## config.mk

```make
export PLATFORM = sky130hd
export DESIGN_NAME = bwd_watchdog
export DESIGN_NICKNAME = d
export VERILOG_FILES = /design/src/rtl/bwd_pkg.sv /design/src/rtl/bwd_watchdog.sv /design/src/rtl/bwd_timeout.sv
export SDC_FILE = /design/constraint.sdc
export NUM_CORES = 1
export LEC_CHECK = 0
export ABC_CLOCK_PERIOD_IN_PS = 2920
export BUFFER_PORTS_ARGS = -buffer_cell sky130_fd_sc_hd__buf_2
export CAP_MARGIN = 30
export CELL_PAD_IN_SITES_DETAIL_PLACEMENT = 1
export CELL_PAD_IN_SITES_GLOBAL_PLACEMENT = 1
export CORE_MARGIN = 2
export CORE_UTILIZATION = 41
export DETAILED_ROUTE_END_ITERATION = 10
export MAX_ROUTING_LAYER = met4
export PLACE_DENSITY_LB_ADDON = 0.1
export RECOVER_POWER = 25
export SYNTH_ARGS = -nofsm -noshare
export SYNTH_HDL_FRONTEND = slang
export SYNTH_SLANG_ARGS = --single-unit
export TNS_END_PERCENT = 50
```

## constraint.sdc

```tcl
create_clock -name i_clk -period 2.92 [get_ports i_clk]
set_clock_uncertainty 0.05 [all_clocks]
set_input_delay 0.292 -clock i_clk [delete_from_list [all_inputs] [get_ports i_clk]]
set_output_delay 0.292 -clock i_clk [all_outputs]
set_load 0.02 [all_outputs]
```

## src/rtl/bwd_pkg.sv

```systemverilog
/*
  Constants for the board watchdog: I/O port addresses, control bit
  positions, refresh key, reset values and the fixed timeout.
  Assumes a byte-wide host I/O port access with a 10-bit address.
*/
package bwd_pkg;

  // --------------------------------------------------------------
  // Port addresses
  // --------------------------------------------------------------
  localparam logic [9:0] BWD_CTRL_PRI    = 10'h0e0;
  localparam logic [9:0] BWD_CTRL_ALT    = 10'h1e0;
  localparam logic [9:0] BWD_HOLD_PRI    = 10'h0e1;
  localparam logic [9:0] BWD_HOLD_ALT    = 10'h1e1;

  // --------------------------------------------------------------
  // Control port fields
  // --------------------------------------------------------------
  localparam int         BWD_BIT_RST_EN  = 0;
  localparam int         BWD_BIT_NMI_EN  = 1;
  localparam int         BWD_BIT_EXPIRED = 2;
  localparam logic [7:0] BWD_KEY         = 8'h5a;
  localparam logic       BWD_EN_RESET    = 1'b0;
  localparam logic [7:0] BWD_RD_IDLE     = 8'h00;

  // --------------------------------------------------------------
  // Timing
  // --------------------------------------------------------------
  localparam int         BWD_CLK_HZ      = 40_000_000;
  localparam int         BWD_TIMEOUT_MS  = 1000;
  localparam int         BWD_TIMEOUT_CYC = (BWD_CLK_HZ / 1000) * BWD_TIMEOUT_MS;
  localparam int         BWD_PULSE_CYC   = 16;

endpackage

```

## src/rtl/bwd_watchdog.sv

```systemverilog
/*
  Board watchdog: control port and hold-off port on a byte-wide host I/O
  access, fixed one-second timeout, CPU reset and NMI pulse outputs.
  Assumes i_io_wr / i_io_rd are one-cycle strobes synchronous to i_clk,
  with address and write data valid in the same cycle.
*/
`timescale 1ns/1ps

// Function
// - Control bit 0 set with bit 2 clear arms the CPU reset; the port answers at 0E0h or 1E0h.
// - Control bit 1 enables the NMI output on expiry when set and disables it when clear.
// - Control bit 2 reads back whether the timer has expired.
// - After reset the watchdog is disabled with neither reset nor NMI armed.
// - Writing the key 5Ah to the hold-off port at 0E1h or 1E1h restarts the timeout.
// - The timeout is fixed in hardware with no software selection.
module bwd_watchdog #(
  parameter int TIMEOUT_CYC = bwd_pkg::BWD_TIMEOUT_CYC,
  parameter int PULSE_CYC   = bwd_pkg::BWD_PULSE_CYC
) (
  // Clock and reset
  input  wire logic       i_clk,
  input  wire logic       i_rst_b,
  // Host I/O access
  input  wire logic [9:0] i_io_addr,
  input  wire logic       i_io_wr,
  input  wire logic       i_io_rd,
  input  wire logic [7:0] i_io_wdata,
  output logic      [7:0] o_io_rdata,
  output logic            o_io_rvalid,
  // Watchdog actions
  output logic            o_cpu_reset,
  output logic            o_nmi
);

  // ------------------------------------------------------------
  // Derived sizes
  // ------------------------------------------------------------
  // Pulse counter just wide enough for the pulse length
  localparam int                 PULSE_W    = $clog2(PULSE_CYC + 1);
  localparam logic [PULSE_W-1:0] PULSE_LOAD = PULSE_W'(PULSE_CYC);
  localparam logic [PULSE_W-1:0] PULSE_LAST = PULSE_W'(1);

  // ------------------------------------------------------------
  // Elaboration checks
  // ------------------------------------------------------------
  // A pulse needs at least one cycle
  if (PULSE_CYC < 1) begin : g_bad_pulse
    $error("bwd_watchdog: PULSE_CYC must be at least 1");
  end
  // Timer needs at least two cycles to count
  if (TIMEOUT_CYC < 2) begin : g_bad_timeout
    $error("bwd_watchdog: TIMEOUT_CYC must be at least 2");
  end
  // A pulse must end before the next expiry could start one
  if (TIMEOUT_CYC <= PULSE_CYC) begin : g_bad_ratio
    $error("bwd_watchdog: TIMEOUT_CYC must exceed PULSE_CYC");
  end

  // ------------------------------------------------------------
  // Address decode
  // ------------------------------------------------------------
  // Individual address matches
  wire hit_ctrl_pri = (i_io_addr == bwd_pkg::BWD_CTRL_PRI);
  wire hit_ctrl_alt = (i_io_addr == bwd_pkg::BWD_CTRL_ALT);
  wire hit_hold_pri = (i_io_addr == bwd_pkg::BWD_HOLD_PRI);
  wire hit_hold_alt = (i_io_addr == bwd_pkg::BWD_HOLD_ALT);

  // Either address of a pair reaches the same port
  wire hit_ctrl     = hit_ctrl_pri || hit_ctrl_alt;
  wire hit_hold     = hit_hold_pri || hit_hold_alt;

  // Control write data fields and the refresh key
  wire wr_rst_en    = i_io_wdata[bwd_pkg::BWD_BIT_RST_EN];
  wire wr_nmi_en    = i_io_wdata[bwd_pkg::BWD_BIT_NMI_EN];
  wire wr_expired   = i_io_wdata[bwd_pkg::BWD_BIT_EXPIRED];
  wire key_ok       = (i_io_wdata == bwd_pkg::BWD_KEY);

  // Access strobes; other hold-off bytes fall through
  wire wr_ctrl      = i_io_wr && hit_ctrl;
  wire wr_hold      = i_io_wr && hit_hold;
  wire kick         = wr_hold && key_ok;
  wire rd_ctrl      = i_io_rd && hit_ctrl;

  // ------------------------------------------------------------
  // Control state
  // ------------------------------------------------------------
  logic               rst_en;
  logic               nmi_en;
  logic               expired;
  logic               elapsed;
  logic [PULSE_W-1:0] pulse_cnt;

  // Next values of the registers
  logic               next_rst_en;
  logic               next_nmi_en;
  logic               next_expired;
  logic [PULSE_W-1:0] next_pulse_cnt;
  logic               next_cpu_reset;
  logic               next_nmi;
  logic [7:0]         next_rdata;
  logic [7:0]         rd_val;

  // Timer runs while an action is enabled and the flag is clear
  wire armed   = rst_en || nmi_en;
  wire running = armed && !expired;
  // A key in the expiry cycle wins, so the restart is never lost
  wire fire    = elapsed && running && !kick;

  // Read image of the control port; unused bits read as zero
  always_comb begin
    rd_val                           = bwd_pkg::BWD_RD_IDLE;
    rd_val[bwd_pkg::BWD_BIT_RST_EN]  = rst_en;
    rd_val[bwd_pkg::BWD_BIT_NMI_EN]  = nmi_en;
    rd_val[bwd_pkg::BWD_BIT_EXPIRED] = expired;
  end

  // ------------------------------------------------------------
  // Timeout counter
  // ------------------------------------------------------------
  // Fixed timeout, no software selection
  bwd_timeout #(
    .CYCLES   (TIMEOUT_CYC)
  ) u_timeout (
    .i_clk    (i_clk),
    .i_rst_b  (i_rst_b),
    .i_run    (running),
    .i_restart(kick),
    .o_elapsed(elapsed)
  );

  // ------------------------------------------------------------
  // Next-value logic
  // ------------------------------------------------------------
  // Enable bits follow a control write, else hold
  assign next_rst_en    = wr_ctrl ? wr_rst_en : rst_en;
  assign next_nmi_en    = wr_ctrl ? wr_nmi_en : nmi_en;

  // Expiry sets the flag and wins over a clearing write
  assign next_expired   = fire    ? 1'h1 :
                          wr_ctrl ? wr_expired :
                                    expired;

  // Pulse counter status
  wire pulse_busy       = (pulse_cnt != '0);
  wire pulse_end        = (pulse_cnt == PULSE_LAST);

  // Pulse counter loads on expiry, then runs down to zero
  assign next_pulse_cnt = fire       ? PULSE_LOAD :
                          pulse_busy ? pulse_cnt - PULSE_LAST :
                                       pulse_cnt;

  // Actions rise on expiry as enabled, fall after the last pulse cycle
  assign next_cpu_reset = fire      ? rst_en :
                          pulse_end ? 1'h0 :
                                      o_cpu_reset;
  assign next_nmi       = fire      ? nmi_en :
                          pulse_end ? 1'h0 :
                                      o_nmi;

  // Read data only in the cycle after a control read
  assign next_rdata     = rd_ctrl ? rd_val : bwd_pkg::BWD_RD_IDLE;

  // ------------------------------------------------------------
  // Registers
  // ------------------------------------------------------------
  // Enable bits, cleared by reset
  always_ff @(posedge i_clk) begin
    if (!i_rst_b) begin
      rst_en  <= bwd_pkg::BWD_EN_RESET;
      nmi_en  <= bwd_pkg::BWD_EN_RESET;
    end else begin
      rst_en  <= next_rst_en;
      nmi_en  <= next_nmi_en;
    end
  end

  // Sticky expired flag
  always_ff @(posedge i_clk) begin
    if (!i_rst_b) begin
      expired <= bwd_pkg::BWD_EN_RESET;
    end else begin
      expired <= next_expired;
    end
  end

  // Action pulse length counter
  always_ff @(posedge i_clk) begin
    if (!i_rst_b) begin
      pulse_cnt <= '0;
    end else begin
      pulse_cnt <= next_pulse_cnt;
    end
  end

  // CPU reset output, straight from a flop
  always_ff @(posedge i_clk) begin
    if (!i_rst_b) begin
      o_cpu_reset <= 1'h0;
    end else begin
      o_cpu_reset <= next_cpu_reset;
    end
  end

  // NMI output, straight from a flop
  always_ff @(posedge i_clk) begin
    if (!i_rst_b) begin
      o_nmi <= 1'h0;
    end else begin
      o_nmi <= next_nmi;
    end
  end

  // Read answer, straight from flops
  always_ff @(posedge i_clk) begin
    if (!i_rst_b) begin
      o_io_rdata  <= bwd_pkg::BWD_RD_IDLE;
      o_io_rvalid <= 1'h0;
    end else begin
      o_io_rdata  <= next_rdata;
      o_io_rvalid <= rd_ctrl;
    end
  end

endmodule

```

## src/rtl/bwd_timeout.sv

```systemverilog
/*
  Gated, restartable down-counter for the watchdog timeout.
  Assumes the parent drives a restart pulse and a run level.
*/
`timescale 1ns/1ps

module bwd_timeout #(
  parameter int CYCLES = 40_000_000
) (
  // Clock and reset
  input  wire logic i_clk,
  input  wire logic i_rst_b,
  // Control
  input  wire logic i_run,
  input  wire logic i_restart,
  // Status
  output logic      o_elapsed
);

  localparam int W = $clog2(CYCLES + 1);
  localparam logic [W-1:0] LOAD = W'(CYCLES - 1);

  // Refuse a period the counter cannot time
  if (CYCLES < 2) begin : g_bad_cycles
    $error("bwd_timeout: CYCLES must be at least 2");
  end

  logic [W-1:0] count;
  wire          at_zero = (count == '0);

  // Reload on restart or while stopped, else count down
  always_ff @(posedge i_clk) begin
    if (!i_rst_b || i_restart || !i_run) begin
      count     <= LOAD;
      o_elapsed <= 1'b0;
    end else begin
      count     <= at_zero ? LOAD : count - 1'b1;
      o_elapsed <= at_zero;
    end
  end

endmodule

```

==> results of run 1 <==
-- worst max path at each step --
stage / from / to / cells after the start
floorplan: u_timeout.count[16] / u_timeout.count[25] / 5
CTS: u_timeout.count[16] / u_timeout.count[25] / 5
global route: u_timeout.count[5] / u_timeout.count[18] / 5
detailed placement: u_timeout.count[16] / u_timeout.count[25] / 5
global placement: u_timeout.count[0] / u_timeout.count[3] / 7
finish: u_timeout.count[16] / u_timeout.count[25] / 5
-- layer usage --
layer | wire, um | track usage (%) | up-vias
li1 | - | - | 740
met1 | 1570 | 18.1 | 743
met2 | 2220 | 32.9 | 20
met3 | 105 | 3.90 | 8
met4 | 67 | 7.05 | 0
met5 | 0 | - | -
-- cell usage in the layout (no fill, tap or decap), types with 3 or more instances in the layout --
master	instances
a21boi_0	5
and2_0	3
buf_2	20
buf_4	3
clkbuf_1	7
clkbuf_8	5
conb_1	5
dfxtp_1	41
ha_1	3
inv_1	4
nand2_1	26
nand3_1	7
nand4_1	5
nor2_1	23
nor3_1	9
nor4_1	7
o21ai_0	4
or3_1	3
xnor2_1	15
xor2_1	7
-- power breakdown --
group / total [mW] / leakage, nW / internal [mW] / switching, mW
Combinational: 0.181 / 0.349 / 0.0845 / 0.0964
Clock: 0.437 / 0.0540 / 0.248 / 0.189
Sequential: 0.609 / 0.332 / 0.585 / 0.0241
Total: 1.23 / 0.735 / 0.918 / 0.309
-- state kept, by name, summed over array words and instances (netlist names) --
name and count:
expired 1, u_timeout.count 26, o_nmi 1, o_io_rvalid 1, o_io_rdata 3, u_timeout.o_elapsed 1
pulse_cnt 5, nmi_en 1, rst_en 1, o_cpu_reset 1
-- cells in the mapped netlist (3+ instances only) --
library cell  count
inv_1             4
and2_1            5
nand3_1           7
nor3_1            9
nor2_1           23
a21boi_0          5
o21ai_0           4
ha_1              3
or3_1             3
nand4_1           5
xnor2_1          15
xor2_1            7
dfxtp_1          41
buf_4             5
nor4_1            7
nand2_1          26
-- cell type report --
class / count / area share [%]
Sequential cell: 41 / 39.3
Clock buffer: 5 / 3.30
Tap cell: 52 / 3.12
Timing Repair Buffer: 30 / 7.13
Clock inverter: 2 / 1.68
Multi-Input combinational cell: 151 / 44.8
Inverter: 4 / 0.719
-- through the flow --
step | total power, mW | worst slack [ns]
finish | 1.23 | 0.688
global route | 1.30 | 0.622
CTS | 1.24 | 0.682
detailed placement | 0.807 | 0.698
global placement | 0.791 | 0.580
floorplan | 0.762 | 0.796
-- cell families (layout without fill, tap and decap cells) --
logic type	count (synthesis)	after routing
simple gates	99	99
flops	41	41
xor+xnor	22	22
compound gates	20	20
buf+inv	12	41
fa+ha+maj	3	3
mux	2	2
other cells	1	5
==> metrics, run 1 <==
status finished, final reports clean; Yosys top cell by area dfxtp_1; RSZ-0062 raised after global routing no; Final GP Congestion 0.810; die area 4950 um2; total clock buffers created by CTS 5; crit path DAT approximately 2.4 ns; Worst Path Buf+Inv 0; post-CTS resize count 0; Area Overhead vs Synth 15.7%; Hold Crit Start i_io_addr[0]; Fin. Hold Viols 0; dpl cell area 2000 um2; Power Dens Cells 588 nW/um2; post-synthesis compound-gate area fraction 7.69%; top cells by area, synth dfxtp_1 45%, xnor2_1 7.3%, nand2_1 5.4%, nor2_1 4.8%, xor2_1 3.4%; Mean Syn Cell Area 9.03 um2; Storage cell area 821 um2; worst-path maximum fanout 4; CTS Buffer Depth 2; CP top delay family simple AND/OR/NAND/NOR gates; Synth Area in Adders 2.08%; Pre-antenna DRT Iters 4; Worst Hold Class in -> reg; number of global-route vias before repair 1640; setup slack, reg-to-reg 0.69 ns; Synth Flop Type dfxtp_1; CP max-delay cell or4_4; root buf cell clkbuf_8; pin count of the biggest net entering global routing 14; EDFF count, synth 0; CP max stage delay 0.57 ns; fmax 448 MHz; fin area between 2000 and 2500 um2; DIE HEIGHT 70.4 um; remaining antenna violation count after routing 0; simple-gate share of the synthesized area about 29%; layout cell share with drive strength beyond 1 15.9%; post-synthesis mux area share 1.11%; CP Capture Type register; Nets 258; final wirelength about 4000 um; cell mode on critical path or3_4; final count of pins violating max slew 0; Hold-fix buffers, CTS 0; antenna diode count 0; DRC viols 0; critical-path cell list or4_4 -> or3_4 -> or3_4 -> o21a_1 -> a211o_1; routed wire length per instance around 14 um; MaxCap Viol Count 0; CTS tree yes; Final Setup Violations 0; die width 70.4 um; clock latency on the worst-skew pair 0.29 ns; Via Count 1511; DP HPWL 3180 um; setup repair bufs after CTS 0; Hold Slack 0.208 ns; reg2reg end u_timeout.count[25]; Util after Layout 48.6%; final period utilization 76.5%; Worst Hold Path Cells 2; post-synthesis cell area roughly 1800 um2; Worst R2R Start u_timeout.count[16]; cell depth of the worst flop-to-flop path 5; Leakage 0.735 nW; XOR/XNOR Fraction of Synth Area 10.7%; detailed-route vias per instance about 5.3; clock sink count roughly 40; distinct cell type count after synthesis 40; initial drt markers 41; Worst slew margin 67.1%; Peak VDD IR between 200 and 250 uV; fill count 528; Starting Density 42.0%; Mapped Cells 200; Async SR Flop Fraction 0%; initial antenna violation count 0; Syn. warnings 0; PortBufs 26; CP required 3.05 ns; critical path type reg -> reg; Seq cells post-synth between 40 and 50; Yosys top cell area share 45.5%; core area 4290 um2; register area share after synthesis 45.5%; post-route insts no fill 285; IO Count 33; H-tree level count 2; Clk pin slew, worst setup/hold paths around 0.080 ns; Placed Cells 278; sum of negative setup slack 0 ns; main combinational cell family by area after synthesis simple AND/OR/NAND/NOR gates; # rows 24; Final Critical Period 2.23 ns; worst hold path endpoint o_io_rvalid; area taken by multi-input logic gates 935 um2; gr usage total 17.8%; Slew @ Worst Pin 0.489 ns; CP startpoint kind register; first-pass GRT wire length around 7000 um; total gr overflow 0
(Power assumes the default switching activity.)
==> inputs of run 2 (changes only) <==
--- a/config.mk
+++ b/config.mk
@@ -5,7 +5,7 @@
 export SDC_FILE = /design/constraint.sdc
 export NUM_CORES = 1
 export LEC_CHECK = 0
-export ABC_CLOCK_PERIOD_IN_PS = 2920
+export ABC_CLOCK_PERIOD_IN_PS = 2100
 export BUFFER_PORTS_ARGS = -buffer_cell sky130_fd_sc_hd__buf_2
 export CAP_MARGIN = 30
 export CELL_PAD_IN_SITES_DETAIL_PLACEMENT = 1
==> constraint.sdc (replaced) <==
create_clock -name i_clk -period 2.1 [get_ports i_clk]
set_clock_uncertainty 0.05 [all_clocks]
set_input_delay 0.21 -clock i_clk [delete_from_list [all_inputs] [get_ports i_clk]]
set_output_delay 0.21 -clock i_clk [all_outputs]
set_load 0.02 [all_outputs]
==> run 2 against run 1 <==
The flow now finishes with violations (negative setup slack). First-iteration DRC count up 4.9%. Global-route usage up 0.80 points. Routed wire length up 1.9%. Register-to-register slack worse by 0.71 ns.
==> metrics, run 2 (synthesis results as in run 1) <==
Net Sw Frac 27.3% (+2.1 points); CTS tree yes; failing checks negative setup slack; clock group share of total power 31.2% (-4.4 points); Int Pwr 1.16 mW (+26%); post-route insts no fill 299 (+4.9%); core area 4290 um2 (unchanged); combinational power share 15.8% (+1.1 points); critical path type reg -> reg; number of global-route vias before repair 1719 (+4.8%); antenna diode count 0 (unchanged); total clock buffers created by CTS 5 (unchanged); DP HPWL 3150 um (-0.76%); clock latency on the worst-skew pair 0.30 ns (about the same); MaxCap Viol Count 0 (unchanged); routed wire length per instance 13.5 um (-2.9%); commonest non-fill, non-tap cell in the layout dfxtp_1; initial antenna violation count 0 (unchanged); Leakage 0.794 nW (+8.0%); Power Dens Cells 732 nW/um2 (+25%); CP Capture Type register; Hold-fix buffers, CTS 0 (unchanged); Final Setup Violations 1 (+1); pin count of the biggest net entering global routing 16 (+2); Peak VDD IR 264 uV (+9.8%); Pre-antenna DRT Iters 4 (unchanged); Worst Hold Class in -> reg; final count of pins violating max slew 0 (unchanged); Final GP Congestion 0.779 (-3.8%); PortBufs 26 (unchanged); DIE HEIGHT 70.4 um (unchanged); Storage cell area 821 um2 (unchanged); clock sink count 41 (unchanged); final wirelength 4040 um (+1.9%); Area Overhead vs Synth 20.8%; final period utilization 101% (+24 points); Nets 271 (+5.0%); CP required 2.24 ns (-0.81 ns); RSZ-0062 raised after global routing yes; DRC viols 0 (unchanged); initial drt markers 43 (+4.9%); Fin. Hold Viols 0 (unchanged); Clk pin slew, worst setup/hold paths 0.08 ns (about the same); Starting Density 42.0% (unchanged); fmax 472 MHz (+5.4%); setup ws final -0.0178 ns (-0.705 ns); IO Count 33 (unchanged); area taken by multi-input logic gates 943 um2 (+0.94%); crit path DAT 2.26 ns (-0.10 ns); total gr overflow 0 (unchanged); first-pass GRT wire length 7160 um (+3.2%); H-tree level count 2 (unchanged); remaining antenna violation count after routing 0 (unchanged); Placed Cells 290 (+4.3%); CP startpoint kind register; Sequential Power Share 53.0% (+3.4 points); Final Critical Period 2.12 ns (-0.115 ns); status finished with violations; die width 70.4 um (unchanged); die area 4950 um2 (unchanged); largest registers u_timeout.count (26), pulse_cnt (5), o_io_rdata (3); CTS Buffer Depth 2 (unchanged); Switch Pwr 0.436 mW (+41%); largest register by flop count u_timeout.count; fill count 535 (+1.3%); worst-path maximum fanout 2 (-2); # rows 24 (unchanged); layout cell share with drive strength beyond 1 20.6% (+4.8 points); most frequent cells in the layout 41 x dfxtp_1, 26 x nand2_1, 23 x nor2_1, 20 x buf_2, 16 x buf_4; Util after Layout 50.8% (+2.2 points); Final Power 1.60 mW (+30%); max reg flops 26 (unchanged); root buf cell clkbuf_8; detailed-route vias per instance 5.11 (-3.5%); gr usage total 18.6% (+0.80 points); Via Count 1529 (+1.2%)
## run 2: cell count changes in the layout (fill, tap and decap cells not counted)
cell,before,now
bufinv_16,1,0
nor4_2,1,0
and2_0,3,2
buf_4,3,16
clkinv_2,1,2
buf_6,0,1
nor4_4,1,2
and2_1,2,3
## run 2: metrics by stage
step | setup slack [ns] | TNS, ns | area, um2 | hold slack [ns]
global placement | 0.0267 | 0 | 2090 | 0.352
CTS | -0.00253 | -0.00253 | 2170 | 0.109
finish | -0.0178 | -0.0178 | 2180 | 0.116
global route | -0.0508 | -0.0508 | 2180 | 0.122
detailed placement | 0.00968 | 0 | 2090 | 0.378
floorplan | -0.0238 | -0.0238 | 1820 | 0.260
## run 2: layer usage
| layer | routed length [um] | vias to the layer above | GRT usage [%] | part of all wire, % |
|---|---|---|---|---|
| li1 | - | 767 | - | - |
| met1 | 1630 | 732 | 17.4 | 40 |
| met2 | 2190 | 19 | 34.9 | 54 |
| met3 | 102 | 11 | 4.04 | 2.5 |
| met4 | 116 | 0 | 10.0 | 2.9 |
| met5 | 0 | - | - | 0 |
## run 2: worst paths after layout
| check | slack, ns | depth (start not counted) | startpoint | end |
|---|---|---|---|---|
| worst max-delay path | -0.02 | 5 | u_timeout.count[16] | u_timeout.count[25] |
| worst min-delay path | 0.12 | 2 | i_io_addr[0] | o_io_rvalid |
| worst max register to register | -0.02 | 5 | u_timeout.count[16] | u_timeout.count[25] |
| worst min register to register | 0.40 | 1 | u_timeout.count[0] | u_timeout.count[0] |
## run 2: layout make-up
cell class,count,area share [%]
repair buffers,43,11.6
multi-input cells,151,43.3
inverters,4,0.688
well taps,52,2.98
clock buffers,6,3.33
clock inverters,2,0.459
flip-flops and latches,41,37.6
## run 2: power groups by stage
stage	Clock, mW	Combinational, mW	Sequential (mW)
final	0.498	0.253	0.846
after global routing	0.554	0.286	0.853
after CTS	0.516	0.256	0.847
after detailed placement	0	0.253	0.865
after global placement	0	0.238	0.861
after floorplan	0	0.203	0.856
## run 2: repair_timing
action	CTS	global route
gates resized for setup	0	2
buffers inserted	0	1
gates cloned	0	0
pin swaps	0	1
setup endpoints to repair	1	26
## run 2: critical path: stages (launching register included)
cell and delay [ns]:
dfxtp_1 0.32, or4_4 0.53, or3_4 0.34, or3_4 0.33
o21a_1 0.17, a211o_1 0.26
